`config.mk`:
```
export PLATFORM = sky130hd
export DESIGN_NAME = dpmf_top
export DESIGN_NICKNAME = d
export VERILOG_FILES = /design/src/hw/dpmf_pkg.sv /design/src/hw/dpmf_ram.sv /design/src/hw/dpmf_top.sv
export SDC_FILE = /design/constraint.sdc
export NUM_CORES = 1
export LEC_CHECK = 0
export CAP_MARGIN = 20
export CORE_ASPECT_RATIO = 1.1
export CORE_MARGIN = 2
export CORE_UTILIZATION = 40
export DETAILED_ROUTE_END_ITERATION = 16
export DONT_BUFFER_PORTS = 1
export PLACE_DENSITY = 0.65
export SLEW_MARGIN = 20
export SYNTH_ARGS = -nofsm -noshare
export SYNTH_HDL_FRONTEND = slang
export SYNTH_SLANG_ARGS = --single-unit
```
`constraint.sdc`:
```
create_clock -name mclk -period 9.9 [get_ports mclk]
set_input_delay 0.99 -clock mclk [delete_from_list [all_inputs] [get_ports mclk]]
set_output_delay 0.99 -clock mclk [all_outputs]
set_load 0.01 [all_outputs]
```
`src/hw/dpmf_pkg.sv`:
```
// Shared constants, types and helpers of the dual port mailbox file
package dpmf_pkg;

	// ==========================================================
	// Geometry
	localparam int DPMF_WORDS = 16;
	localparam int DPMF_WIDTH = 16;
	localparam int DPMF_GROUP = 4;

	// ==========================================================
	// Word addresses
	localparam logic [3:0] DPMF_ADDR_CMD      = 4'h0;
	localparam logic [3:0] DPMF_ADDR_STATUS   = 4'h1;
	localparam logic [3:0] DPMF_ADDR_PARAM_A  = 4'h2;
	localparam logic [3:0] DPMF_ADDR_PARAM_B  = 4'h3;
	localparam logic [3:0] DPMF_ADDR_APP_BASE = 4'h4;

	// ==========================================================
	// Fields of the host command word
	localparam int DPMF_BIT_TEST_SEL    = 15;
	localparam int DPMF_BIT_HARD_RESET  = 14;
	localparam int DPMF_BIT_DEBUG_START = 3;
	localparam int DPMF_BIT_DBG_EXIT    = 15;
	localparam int DPMF_BIT_DBG_PROCEED = 4;
	localparam int DPMF_BIT_DBG_GO      = 3;
	localparam int DPMF_CTRL_CMD_MSB    = 9;
	localparam int DPMF_TEST_SEL_MSB    = 10;

	// ==========================================================
	// Reset values
	localparam logic [15:0] DPMF_WORD_RESET = 16'h0000;

	// ==========================================================
	// Types
	typedef enum logic [1:0] {
		dpmf_kind_control,
		dpmf_kind_test,
		dpmf_kind_debug
	} dpmf_kind_t;

	// True when at most one bit of w[msb:0] is set
	function automatic logic dpmf_at_most_one(input logic [15:0] w, input int msb);
		int cnt;
		cnt = 0;
		for (int i = 0; i <= msb; i++) begin
			if (w[i])
				cnt = cnt + 1;
		end
		return (cnt <= 1);
	endfunction

endpackage

```
`src/hw/dpmf_ram.sv`:
```
// Word array of the mailbox file with host and local write ports
`timescale 1ns/1ps

module dpmf_ram #(
	parameter int WORDS  = 16,
	parameter int WIDTH  = 16,
	parameter int ADDR_W = $clog2(WORDS)
) (
	input  wire logic              mclk,
	input  wire logic              rst,
	input  wire logic              h_we,
	input  wire logic [ADDR_W-1:0] h_addr,
	input  wire logic [WIDTH-1:0]  h_wdata,
	input  wire logic              l_we,
	input  wire logic [ADDR_W-1:0] l_addr,
	input  wire logic [WIDTH-1:0]  l_wdata,
	input  wire logic              clr0,
	output logic      [WIDTH-1:0]  h_rdata,
	output logic      [WIDTH-1:0]  l_rdata
);
	import dpmf_pkg::*;

	if (ADDR_W != $clog2(WORDS))
		$error("dpmf_ram: ADDR_W must match WORDS");

	logic [WIDTH-1:0] mem [WORDS];

	// ==========================================================
	// Per word storage
	for (genvar i = 0; i < WORDS; i++) begin : g_word
		always_ff @(posedge mclk or posedge rst) begin
			if (rst) begin
				mem[i] <= WIDTH'(DPMF_WORD_RESET);
			end else if (h_we && h_addr == ADDR_W'(i)) begin
				mem[i] <= h_wdata;
			end else if (l_we && l_addr == ADDR_W'(i)) begin
				mem[i] <= l_wdata;
			end else if (clr0 && ADDR_W'(i) == ADDR_W'(DPMF_ADDR_CMD)) begin
				mem[i] <= WIDTH'(DPMF_WORD_RESET);
			end
		end
	end

	assign h_rdata = mem[h_addr];
	assign l_rdata = mem[l_addr];

endmodule // dpmf_ram

```
`src/hw/dpmf_top.sv`:
```
// Dual port mailbox file: host and local access, command word interpretation
`timescale 1ns/1ps

// Notes on behaviour
// - Sixteen 16-bit words, readable and writable from host and local side.
// - Words 0-3 firmware channel, words 4-15 three application channels.
// - Board control enable bit gates host access to the whole file; local access is not gated.
// - Disabled: host reads of words 1-15 give zero, writes do not store.
// - Disabled: host writes to words 1-15 get no acknowledge, bus times out.
// - Disabled: word 0 writes complete, read zero, bit 14 still resets.
// - Host write of word 0 with bit 15 clear and a bit of 9:0 set while idle is a control command.
// - Bit 15 set on first host access of word 0 selects a test.
// - Control bit 3 enters debug; bits 15, 4 or 3 then leave it.
// - Host setting word 0 bit 14 always raises the local hard reset exception.
// - Hardware reset, software reset or debug go disable non-maskable interrupts.
// - Word 0 is cleared when any command, test or debug operation completes.
// - Each bit of 9:0 is one command; host sets only one per write.
// - Command parameters travel through words two and three.
// - Hard reset starts local power-up in the host cycle, cancelling operations.
module dpmf_top #(
	parameter int WORDS = dpmf_pkg::DPMF_WORDS,
	parameter int WIDTH = dpmf_pkg::DPMF_WIDTH
) (
	input  wire logic                   mclk,
	input  wire logic                   rst,
	input  wire logic                   file_enable,
	input  wire logic                   host_req,
	input  wire logic                   host_we,
	input  wire logic [3:0]             host_addr,
	input  wire logic [WIDTH-1:0]       host_wdata,
	output logic      [WIDTH-1:0]       host_rdata,
	output logic                        host_ack,
	input  wire logic                   loc_req,
	input  wire logic                   loc_we,
	input  wire logic [3:0]             loc_addr,
	input  wire logic [WIDTH-1:0]       loc_wdata,
	output logic      [WIDTH-1:0]       loc_rdata,
	output logic                        loc_ack,
	input  wire logic                   op_done,
	input  wire logic                   sw_reset,
	input  wire logic                   nmi_enable_set,
	output logic                        cmd_strobe,
	output dpmf_pkg::dpmf_kind_t        cmd_kind,
	output logic      [WIDTH-1:0]       cmd_word,
	output logic                        cmd_multi_error,
	output logic                        cmd_busy,
	output logic                        debug_active,
	output logic                        hard_reset_exc,
	output logic                        nmi_enabled
);
	import dpmf_pkg::*;

	localparam int ADDR_W = 4;

	// ==========================================================
	// Elaboration checks
	if (WORDS != DPMF_WORDS)
		$error("dpmf_top: WORDS must be 16");
	if (WIDTH < DPMF_WIDTH)
		$error("dpmf_top: WIDTH must be at least 16");
	if (WORDS % DPMF_GROUP != 0)
		$error("dpmf_top: WORDS must be a multiple of the group size");

	// ==========================================================
	// Interpretation state
	typedef enum logic [1:0] {
		dpmf_st_idle,
		dpmf_st_busy,
		dpmf_st_debug,
		dpmf_st_leave
	} dpmf_state_t;

	dpmf_state_t      state;
	dpmf_state_t      next_state;

	logic             addr_is_cmd;
	logic             host_wr;
	logic             host_refused;
	logic             host_store;
	logic             hard_hit;
	logic             cmd_write;
	logic             new_cmd;
	logic             dbg_leave;
	logic             dbg_go;
	logic             multi_hit;
	dpmf_kind_t       next_kind;
	logic [WIDTH-1:0] ram_h_rdata;
	logic [WIDTH-1:0] ram_l_rdata;

	// ==========================================================
	// Host access decode
	assign addr_is_cmd  = (host_addr == DPMF_ADDR_CMD);
	assign host_wr      = host_req && host_we;
	// Words 1-15 refuse writes while disabled, so no acknowledge is sent
	assign host_refused = host_wr && !file_enable && !addr_is_cmd;
	// Nothing is stored while disabled; word 0 writes still complete
	assign host_store   = host_wr && file_enable;
	// Bit 14 acts in every interpretation and also while disabled
	assign hard_hit     = host_wr && addr_is_cmd && host_wdata[DPMF_BIT_HARD_RESET];
	assign cmd_write    = host_store && addr_is_cmd && !hard_hit;

	// ==========================================================
	// Storage
	dpmf_ram #(
		.WORDS  (WORDS),
		.WIDTH  (WIDTH),
		.ADDR_W (ADDR_W)
	) u_ram (
		.mclk    (mclk),
		.rst     (rst),
		.h_we    (host_store && !hard_hit),
		.h_addr  (host_addr),
		.h_wdata (host_wdata),
		// Hard reset clears word 0 even against a local write in the same cycle
		.l_we    (loc_req && loc_we && !(hard_hit && loc_addr == DPMF_ADDR_CMD)),
		.l_addr  (loc_addr),
		.l_wdata (loc_wdata),
		.clr0    (op_done || hard_hit),
		.h_rdata (ram_h_rdata),
		.l_rdata (ram_l_rdata)
	);

	// ==========================================================
	// Command interpretation
	always_comb begin
		next_state = state;
		next_kind  = cmd_kind;
		new_cmd    = 1'b0;
		dbg_leave  = 1'b0;
		dbg_go     = 1'b0;
		multi_hit  = 1'b0;
		unique case (state)
			dpmf_st_idle: begin
				if (cmd_write && host_wdata[DPMF_BIT_TEST_SEL]) begin
					// First access with bit 15 set selects a test
					next_kind  = dpmf_kind_test;
					new_cmd    = 1'b1;
					multi_hit  = !dpmf_at_most_one(16'(host_wdata), DPMF_TEST_SEL_MSB);
					next_state = dpmf_st_busy;
				end else if (cmd_write && host_wdata[DPMF_CTRL_CMD_MSB:0] != '0) begin
					next_kind  = dpmf_kind_control;
					new_cmd    = 1'b1;
					multi_hit  = !dpmf_at_most_one(16'(host_wdata), DPMF_CTRL_CMD_MSB);
					if (host_wdata[DPMF_BIT_DEBUG_START])
						next_state = dpmf_st_debug;
					else
						next_state = dpmf_st_busy;
				end
			end
			dpmf_st_busy: begin
				if (op_done)
					next_state = dpmf_st_idle;
			end
			dpmf_st_debug: begin
				if (cmd_write) begin
					next_kind = dpmf_kind_debug;
					new_cmd   = 1'b1;
					dbg_go    = host_wdata[DPMF_BIT_DBG_GO];
					dbg_leave = host_wdata[DPMF_BIT_DBG_EXIT]
						|| host_wdata[DPMF_BIT_DBG_PROCEED]
						|| host_wdata[DPMF_BIT_DBG_GO];
					if (dbg_leave)
						next_state = dpmf_st_leave;
				end
			end
			dpmf_st_leave: begin
				if (op_done)
					next_state = dpmf_st_idle;
			end
		endcase
		// Hard reset cancels whatever was running
		if (hard_hit)
			next_state = dpmf_st_idle;
	end

	always_ff @(posedge mclk or posedge rst) begin
		if (rst) begin
			state <= dpmf_st_idle;
		end else begin
			state <= next_state;
		end
	end

	always_ff @(posedge mclk or posedge rst) begin
		if (rst) begin
			cmd_kind <= dpmf_kind_control;
		end else begin
			cmd_kind <= next_kind;
		end
	end

	// ==========================================================
	// Command hand-off to local firmware
	always_ff @(posedge mclk or posedge rst) begin
		if (rst) begin
			cmd_strobe      <= 1'b0;
			cmd_word        <= '0;
			cmd_multi_error <= 1'b0;
		end else begin
			cmd_strobe      <= new_cmd && !hard_hit;
			cmd_multi_error <= new_cmd && multi_hit;
			if (new_cmd)
				cmd_word <= host_wdata;
		end
	end

	always_ff @(posedge mclk or posedge rst) begin
		if (rst) begin
			cmd_busy     <= 1'b0;
			debug_active <= 1'b0;
		end else begin
			cmd_busy     <= (next_state == dpmf_st_busy) || (next_state == dpmf_st_leave);
			debug_active <= (next_state == dpmf_st_debug) || (next_state == dpmf_st_leave);
		end
	end

	// ==========================================================
	// Hard reset exception and interrupt gating
	always_ff @(posedge mclk or posedge rst) begin
		if (rst) begin
			hard_reset_exc <= 1'b0;
		end else begin
			hard_reset_exc <= hard_hit;
		end
	end

	always_ff @(posedge mclk or posedge rst) begin
		if (rst) begin
			nmi_enabled <= 1'b0;
		end else if (sw_reset || hard_hit || dbg_go) begin
			nmi_enabled <= 1'b0;
		end else if (nmi_enable_set) begin
			nmi_enabled <= 1'b1;
		end
	end

	// ==========================================================
	// Host answer
	always_ff @(posedge mclk or posedge rst) begin
		if (rst) begin
			host_ack   <= 1'b0;
			host_rdata <= '0;
		end else begin
			host_ack <= host_req && !host_refused;
			if (host_req && !host_we) begin
				// Every word reads zero from the host while disabled
				host_rdata <= file_enable ? ram_h_rdata : '0;
			end else if (host_req) begin
				host_rdata <= '0;
			end
		end
	end

	// ==========================================================
	// Local answer
	// Local firmware reaches all words, including the parameter words
	always_ff @(posedge mclk or posedge rst) begin
		if (rst) begin
			loc_ack   <= 1'b0;
			loc_rdata <= '0;
		end else begin
			loc_ack <= loc_req;
			if (loc_req && !loc_we)
				loc_rdata <= ram_l_rdata;
		end
	end

endmodule // dpmf_top

```
==> impl.org, run 1 <==
** Outcome
- The run finished with clean final reports.

** Logic synthesis
- Commonest register cell after synthesis :: dfrtp_1
- Most area-hungry cell type in the Yosys netlist :: dfrtp_1
- Number of unique standard cell types used by synthesis :: between 60 and 70
- Count of state elements after synthesis :: roughly 320
- Biggest area contributors in the synthesized netlist :: dfrtp_1, mux4_2, mux2i_1
- Post-Syn Instances :: between 1500 and 2000
- For this run, asynchronously set or reset flops after synthesis account for 100.0%.
- Number of enable flip-flop cells after synthesis :: 0
- Fraction of synthesized cell area taken by the top area cell type :: between 40% and 50%
- Mean area per synthesized cell :: about 11 um^2
- Combined area of all synthesized cells :: about 19000 um^2
- The number of nets handed over by synthesis was roughly 1800.
- The Yosys step of the flow raised 0 warnings.
- After synthesis, flip-flops and latches occupy around two fifths of the total area.

** Critical path
- Buffers and inverters on the worst path :: 3
- Slowest-stage cell, CP :: xnor3_2
- By startpoint and endpoint, the worst setup path is classified as input port to register.
- Of all nets on the critical path, the largest fanout is 19.
- For the worst setup path, the data arrival time is between 7000 and 8000 ps.
- In this design, the critical path's most frequently occurring cell is ha_1.
- Worst Path Required :: 10290 ps
- In this design, the stage delay of the slowest critical-path cell is 550 ps.
- Cell family with the largest share of critical-path delay :: adder cells
- CP endpoint kind :: register
- STA classifies the critical path startpoint as an input port.

** Clocking
- Cts-stage hold buffer count :: 0
- TritonCTS built the clock tree.
- Later-pin clock latency in the skew report :: ~540 ps
- Counting the buffers created by CTS gives 34.
- Number of H-tree branching levels :: 2
- Num Clock Sinks :: between 300 and 400
- The clock passes through at most 3 buffers.
- Gates resized during post-CTS repair numbered 0.
- Post-CTS setup repair buffer count :: 0
- After clock tree synthesis, the clock-pin slew on the worst setup and hold paths is about 70 ps.
- Clock tree synthesis selected as its root buffer the cell clkbuf_16.

** Layout
- The filler cells instantiated in the layout total 4234.
- Compared with the post-synthesis result, the final layout area differs by 8.590%.
- Leaving out fill and tap cells, the most frequent cell in the layout is dfrtp_1.
- Inserted Diodes :: 0
- In the final layout, the share of cells above drive strength 1 is roughly a fifth.
- Final nets :: roughly 1700
- Cells fill 44.03% of the core in the end.
- After routing the design area is between 20000 and 25000 um^2.
- In the layout the commonest cells are dfrtp_1, mux2i_1, mux4_2, nand2_1, nor2_1.

** Place
- Port buffering added 0 buffers.
- Post-place instance area :: slightly below 20000 um^2
- Routability-driven placement finished with a final weighted congestion of around 0.83.
- Half-perimeter wire length after placement :: around 36000 um

** Min path
- Path category of the worst min-delay check :: input port to asynchronous set/reset pin

** Floorplanning
- Io pins :: 108
- Horiz. Die Dim :: roughly 210 um
- Full die area :: 49130 um^2
- The initial utilization of the core area, before any placement, comes to between 40% and 50%.
- After floorplanning, the core was sized to cover 46730 um^2.
- The floorplan has 83 rows.
- The die is between 200 and 250 um tall.

** Global route
- GRT Residual Overflow :: 0
- The first global-routing pass estimated 89910 um of wire.
- Entering global routing, the biggest net connects ~110 pins.
- In the global route stage, overall resource usage came out at around a quarter.
- Via count of the first global-routing pass :: ~14000
- The number of antenna violations at the first check in global routing was 1.

** Timing
- RSZ-0062 raised after global routing :: false
- Max-slew violation count :: 0
- Setup tns final :: 0 ps
- Final period util :: around two thirds
- In this run the tightest slew margin relative to its limit is 31.29%.
- Subtracting the final worst setup slack from the clock period gives 6643 ps.
- For the pin with the worst max-slew slack, the measured transition is approximately 1000 ps.
- Derived from the worst setup path, the maximum achievable clock frequency is between 150 and 200 MHz.
- Clock skew on the completed layout was measured at roughly 17 ps.
- The final-report hold violation count is 0.
- Number of setup violations in the final report :: 0

** Power and ir drop
- VDD sags by at most ~0.11 mV.
- For this design the static power due to leakage is between 8 and 9 nW.
- The completed layout was analyzed and its total power is 4.172 mW.
- Power density cells :: 202.8 nW/um^2

** Drt
- Number of routed nets with antenna violations :: 0
- Via density :: roughly 6.4
- Aggregate routed wire length :: about 60000 um
- M1 wire length :: ~23000 um
- Uppermost layer routed :: met4
- Routed wire length per instance :: roughly 27 um
- Vias :: roughly 14000
- The routed design uses about 29000 um of met2 wire.
- Met3 WL :: approximately 5300 um
- Detailed-router iteration count before antenna repair :: 6
- Iteration-0 DRC count of the detailed router :: 1513
- After detailed routing, the number of remaining DRC violations is 0.

** Run
- The tool flagged a number of max-cap violations equal to 0.
per-stage QoR:
step / cells / hold WS (ps) / setup WS [ps]
6_report: 2215 / 427.2 / 3257
5_1_grt: 2215 / 471.9 / 2949
4_1_cts: 2214 / 461.7 / 3312
3_5_place_dp: 2155 / 512.4 / 2767
3_3_place_gp: 2155 / 503.6 / 2981
2_1_floorplan: 1698 / 486.6 / 195.5
cell families (layout without fill, tap and decap cells):
family | after synthesis | after routing | synth area share (%)
adders and majority gates | 14 | 14 | 0.9112
muxes | 431 | 431 | 33.50
AOI/OAI and AO/OA | 316 | 316 | 9.369
buffers and inverters | 233 | 155 | 4.721
DFF | 315 | 315 | 41.60
and+or+nand+nor | 369 | 369 | 8.419
xor gates and xnor gates | 20 | 20 | 1.479
sequential cells by signal, summed over array words and instances, names as in the netlist:
| signal | count |
|---|---|
| state | 1 |
| loc_rdata | 16 |
| u_ram.mem | 256 |
| nmi_enabled | 1 |
| cmd_word | 16 |
| host_ack | 1 |
| cmd_kind | 2 |
| host_rdata | 16 |
| hard_reset_exc | 1 |
| debug_active | 1 |
| cmd_multi_error | 1 |
| cmd_busy | 1 |
| cmd_strobe | 1 |
| loc_ack | 1 |
Yosys cell counts, types with 13 or more instances:
cell type	count
dfrtp_1	315
mux2i_1	245
mux4_2	160
nor2_1	154
nand2_1	145
clkbuf_1	137
a21oi_1	132
o21ai_0	120
inv_1	61
mux2_2	26
buf_1	23
o22ai_1	19
a222oi_1	14
ha_1	13
worst register-to-register path, cell delays in order (launching register included):
cell and delay [ps]:
dfrtp_1 390, mux4_2 490, mux4_2 560, mux2_2 290
final cells by class:
| class | count | area (um^2) | share of cell area [%] |
|---|---|---|---|
| Sequential cell | 315 | 7883 | 38.31 |
| Multi-Input combinational cell | 1150 | 10260 | 49.88 |
| Tap cell | 595 | 744.5 | 3.618 |
| Timing Repair Buffer | 34 | 262.8 | 1.277 |
| Clock inverter | 7 | 110.1 | 0.5351 |
| Inverter | 62 | 240.2 | 1.167 |
| Clock buffer | 52 | 1072 | 5.211 |
path summary, 6_finish.rpt:
kind / from / end / slack (ps) / cells after the start
min in group mclk: loc_req / loc_ack / 480 / 0
hold / removal: rst / host_rdata[11] / 430 / 1
setup reg to reg: u_ram.mem[3] / loc_rdata[3] / 8050 / 3
max in group asynchronous: rst / cmd_word[4] / 7440 / 3
setup / recovery: host_wdata[0] / cmd_multi_error / 3260 / 31
hold reg to reg: u_ram.mem[248] / u_ram.mem[248] / 530 / 2
where the power goes:
part / switching, mW / internal, mW / leakage, nW
Combinational: 0.377 / 0.573 / 3.98
Sequential: 0.255 / 1.59 / 3.96
Clock: 0.551 / 0.824 / 0.586
Total: 1.18 / 2.99 / 8.52
layer usage:
metal  GRT usage, %  up-vias
li1               -     6002
met1          30.18     7194
met2          40.72      699
met4          12.10        0
met5              0        -
met3          6.181      172
No activity file was read; power rests on OpenSTA's default activity.
==> inputs of run 2 (changes only) <==
--- a/config.mk
+++ b/config.mk
@@ -11,7 +11,7 @@
 export CORE_UTILIZATION = 40
 export DETAILED_ROUTE_END_ITERATION = 16
 export DONT_BUFFER_PORTS = 1
-export PLACE_DENSITY = 0.65
+export PLACE_DENSITY = 0.63
 export SLEW_MARGIN = 20
 export SYNTH_ARGS = -nofsm -noshare
 export SYNTH_HDL_FRONTEND = slang
==> constraint.sdc (replaced) <==
create_clock -name mclk -period 6.6 [get_ports mclk]
set_input_delay 0.66 -clock mclk [delete_from_list [all_inputs] [get_ports mclk]]
set_output_delay 0.66 -clock mclk [all_outputs]
set_load 0.01 [all_outputs]
==> run 2 against run 1 <==
Net effect: clock power grew 59%; sequential power grew 50%; sequential share of layout area shrank 0.25 points; count of clock-buffer cells in the layout shrank 6; register-to-register slack lost 3300 ps; power grew 53%; flip-flop and latch count is the same; largest cell class unchanged; combinational power grew 49%; clock skew grew 19 ps; hold slack lost 290 ps; final cell count grew 0.41%; largest power group unchanged.
==> impl.org, run 2 (same netlist as run 1, synthesis figures left out) <==
** Outcome
- Result of the run :: completed (unchanged)

** Drt
- The final routed wire length divided by cell count came to 27.11 um (was 27.00 um).
- Vias :: 13930 (was 14070)
- The final wirelength was 60290 um (was 59800 um).
- The average via count per standard cell was 6.261 (was 6.351).
- Detailed-router iteration count before antenna repair :: 7 (was 6)
- Number of routed nets with antenna violations :: 0 (unchanged)
- The final routed DRC violation total came to 0 (unchanged).
- Iteration-0 DRC count of the detailed router :: 1373 (was 1513)

** Timing
- Max-slew violation count :: 0 (unchanged)
- Of the available clock period, the critical path in the final layout requires roughly 90%.
- Maximum clock frequency :: around 170 MHz
- Worst-margin pin slew :: 1140 ps (was 1030 ps)
- Final Hold Fails :: 0 (unchanged)
- The clock period could shrink to about 6000 ps.
- RSZ-0062 raised after global routing: false (unchanged).
- Relative slew margins :: 23.60% (was 31.29%)
- The count of final setup violators came to 0 (unchanged).
- The final setup skew is 35.84 ps (was 17.33 ps).
- Setup tns final :: 0 ps (unchanged)

** Power and ir drop
- Reported net switching power :: 1.811 mW (was 1.183 mW)
- Worst-case vdd ir drop :: 0.1786 mV (was 0.1145 mV)
- Power density cells :: 308.3 nW/um^2 (was 202.8 nW/um^2)
- Clk network pwr share :: 34.3% (was 33.0%)
- The design internal power came to 4.576 mW (was 2.990 mW).
- Switching Share :: 28.35% (about the same)
- The final total power is 6.387 mW (was 4.172 mW).
- The share of power burned in registers was 43.5% (was 44.3%).
- Static power due to leakage :: 8.590 nW (was 8.524 nW)
- The combinational share of power was 22.3% (was 22.8%).

** Layout
- Most used cells in the layout excluding fill and tap cells: dfrtp_1, mux2i_1, mux4_2, nand2_1, nor2_1 (unchanged).
- Area grow syn2layout :: 9.310% (was 8.590%)
- The area taken by multi-input logic gates came to 10270 um^2 (was 10260 um^2).
- The final non-filler cell total was 2224 (was 2215).
- The fill cell instance count of the final layout was 4219 (was 4234).
- The most common cell after layout, fill and taps aside is dfrtp_1 (unchanged).
- The final layout net count is 1666 (was 1660).
- The antenna diode count came to 0 (unchanged).
- Reg with most FFs :: u_ram.mem (unchanged)
- The area taken by flip-flops and latches came to 7883 um^2 (unchanged).
- The number of flip-flops in the largest register is 256 (unchanged).
- The utilization of the core after routing was 44.32% (was 44.03%).
- The share of final-layout standard cells stronger than drive strength 1 is 19.64% (was 19.14%).

** Place
- Number of instances in the placed design :: 2161 (was 2155)
- Final weighted congestion in routability-driven placement :: 0.8152 (was 0.8337)
- Buffers on Ports :: 0 (unchanged)
- The estimated wirelength of the detail-placed design came to 36920 um (was 35760 um).

** Floorplanning
- The initial core utilization is 40.55% (unchanged).
- The cell row count was 83 (unchanged).
- The standard cell core area was 46730 um^2 (unchanged).
- Io pins :: 108 (unchanged)
- The width of the die was 211.5 um (unchanged).
- Full die area :: 49130 um^2 (unchanged)
- Vertical die dimension :: 232.3 um (unchanged)

** Global route
- Global-route wire length before repair :: 90620 um (was 89910 um)
- Gr usage total :: 24.74% (was 24.67%)
- Via count of the first global-routing pass :: 13990 (was 13870)
- The final global-route overflow total was 0 (unchanged).
- The number of antenna violations at the first check in global routing was 0 (was 1).
- The maximum number of pins on one net before global-route repair is 135 (was 108).

** Clocking
- The count of instances resized after the clock tree is built came to 0 (unchanged).
- The largest buffer count on any clock path came to 3 (unchanged).
- The count of hold-fix buffers inserted at cts is 0 (unchanged).
- Post-CTS setup repair buffer count :: 0 (unchanged)
- Num Clock Sinks :: 315 (unchanged)
- The clock tree from TritonCTS is yes (unchanged).
- Clk pin slew, worst setup/hold paths :: 70 ps (about the same)
- Inserted Clock Buffers :: 35 (was 34)
- The clock insertion delay at the later pin of the skew report is 550 ps (was 540 ps).
- Number of H-tree branching levels :: 2 (unchanged)
- Buffer type at the clock tree root :: clkbuf_16 (unchanged)

** Run
- Maximum capacitance violations :: 0 (unchanged)

** Critical path
- The critical path class is input port to register (unchanged).
- The capturing element type of the critical path is a register (unchanged).
- CP max stage delay :: 370 ps (was 550 ps)
- The endpoint required time on the critical path was 6980 ps (was 10290 ps).
- Arrival time worst endpoint :: 6340 ps (was 7030 ps)
- Peak fanout along the critical path :: 19 (unchanged)
- The cell with the biggest individual delay on the critical path is a221oi_1 (was xnor3_2).
- The kind of start point of the critical path was an input port (unchanged).
- Cell repeated most along the worst path :: ha_1 (unchanged)
- Internal reg-to-reg setup slack :: 4710 ps (was 8050 ps)

** Min path
- Path category of the worst min-delay check :: input port to asynchronous set/reset pin (unchanged)
==> run 2: cell count changes in the layout (fill, tap and decap cells not counted), sizes merged <==
cell	before	now
clkbuf	52	46
buf	34	39
clkinv	4	9
bufinv	3	6
clkinvlp	0	2
==> run 2: area by class of cell <==
| type | instances | share of cell area [%] |
|---|---|---|
| well taps | 595 | 3.594 |
| clock buffers | 46 | 4.917 |
| inverters | 62 | 1.142 |
| repair buffers | 39 | 1.492 |
| clock inverters | 17 | 1.220 |
| multi-input cells | 1150 | 49.58 |
| flip-flops and latches | 315 | 38.05 |
==> run 2: final timing paths <==
check | from | to | cells after the start
max in group asynchronous | rst | u_ram.mem[141] | 2
setup / recovery | host_wdata[0] | cmd_multi_error | 32
hold reg to reg | u_ram.mem[253] | u_ram.mem[253] | 2
hold / removal | rst | loc_rdata[11] | 1
min in group mclk | loc_req | loc_ack | 0
setup reg to reg | state[1] | cmd_word[3] | 3
==> run 2: layer usage <==
metal  up-vias  wire [um]  GRT usage (%)
met5         -          0              0
met4         0       2742          11.07
met3       154       5236          5.572
met2       624      29320          41.31
met1      7130      22990          30.71
li1       6017          -              -
==> run 2: power by group through the flow <==
stage / clock network (mW) / registers, mW / logic (mW)
final: 2.19 / 2.78 / 1.42
after global routing: 2.29 / 2.83 / 1.55
after CTS: 2.21 / 2.76 / 1.43
after detailed placement: 0 / 2.79 / 1.43
after global placement: 0 / 2.76 / 1.38
after floorplan: 0 / 2.67 / 1.27
==> run 2: worst max-delay path, delay by kind of cell <==
family                   cells  cell delay [ps]
adder cells (fa/ha/maj)      8             2280
AO/OA/AOI/OAI               10             1850
AND/OR/NAND/NOR             10             1150
buffers and inverters        3              300
XOR/XNOR                     1              120
==> run 2: stage by stage <==
stage	worst slack [ps]	hold slack, ps	cell area (um^2)
floorplan	203.3	486.6	18950
global placement	217.9	501.9	19420
detailed placement	100.8	516.2	19440
CTS	655.6	139.5	20710
global route	125.1	147.2	20710
finish	636.8	135.5	20710
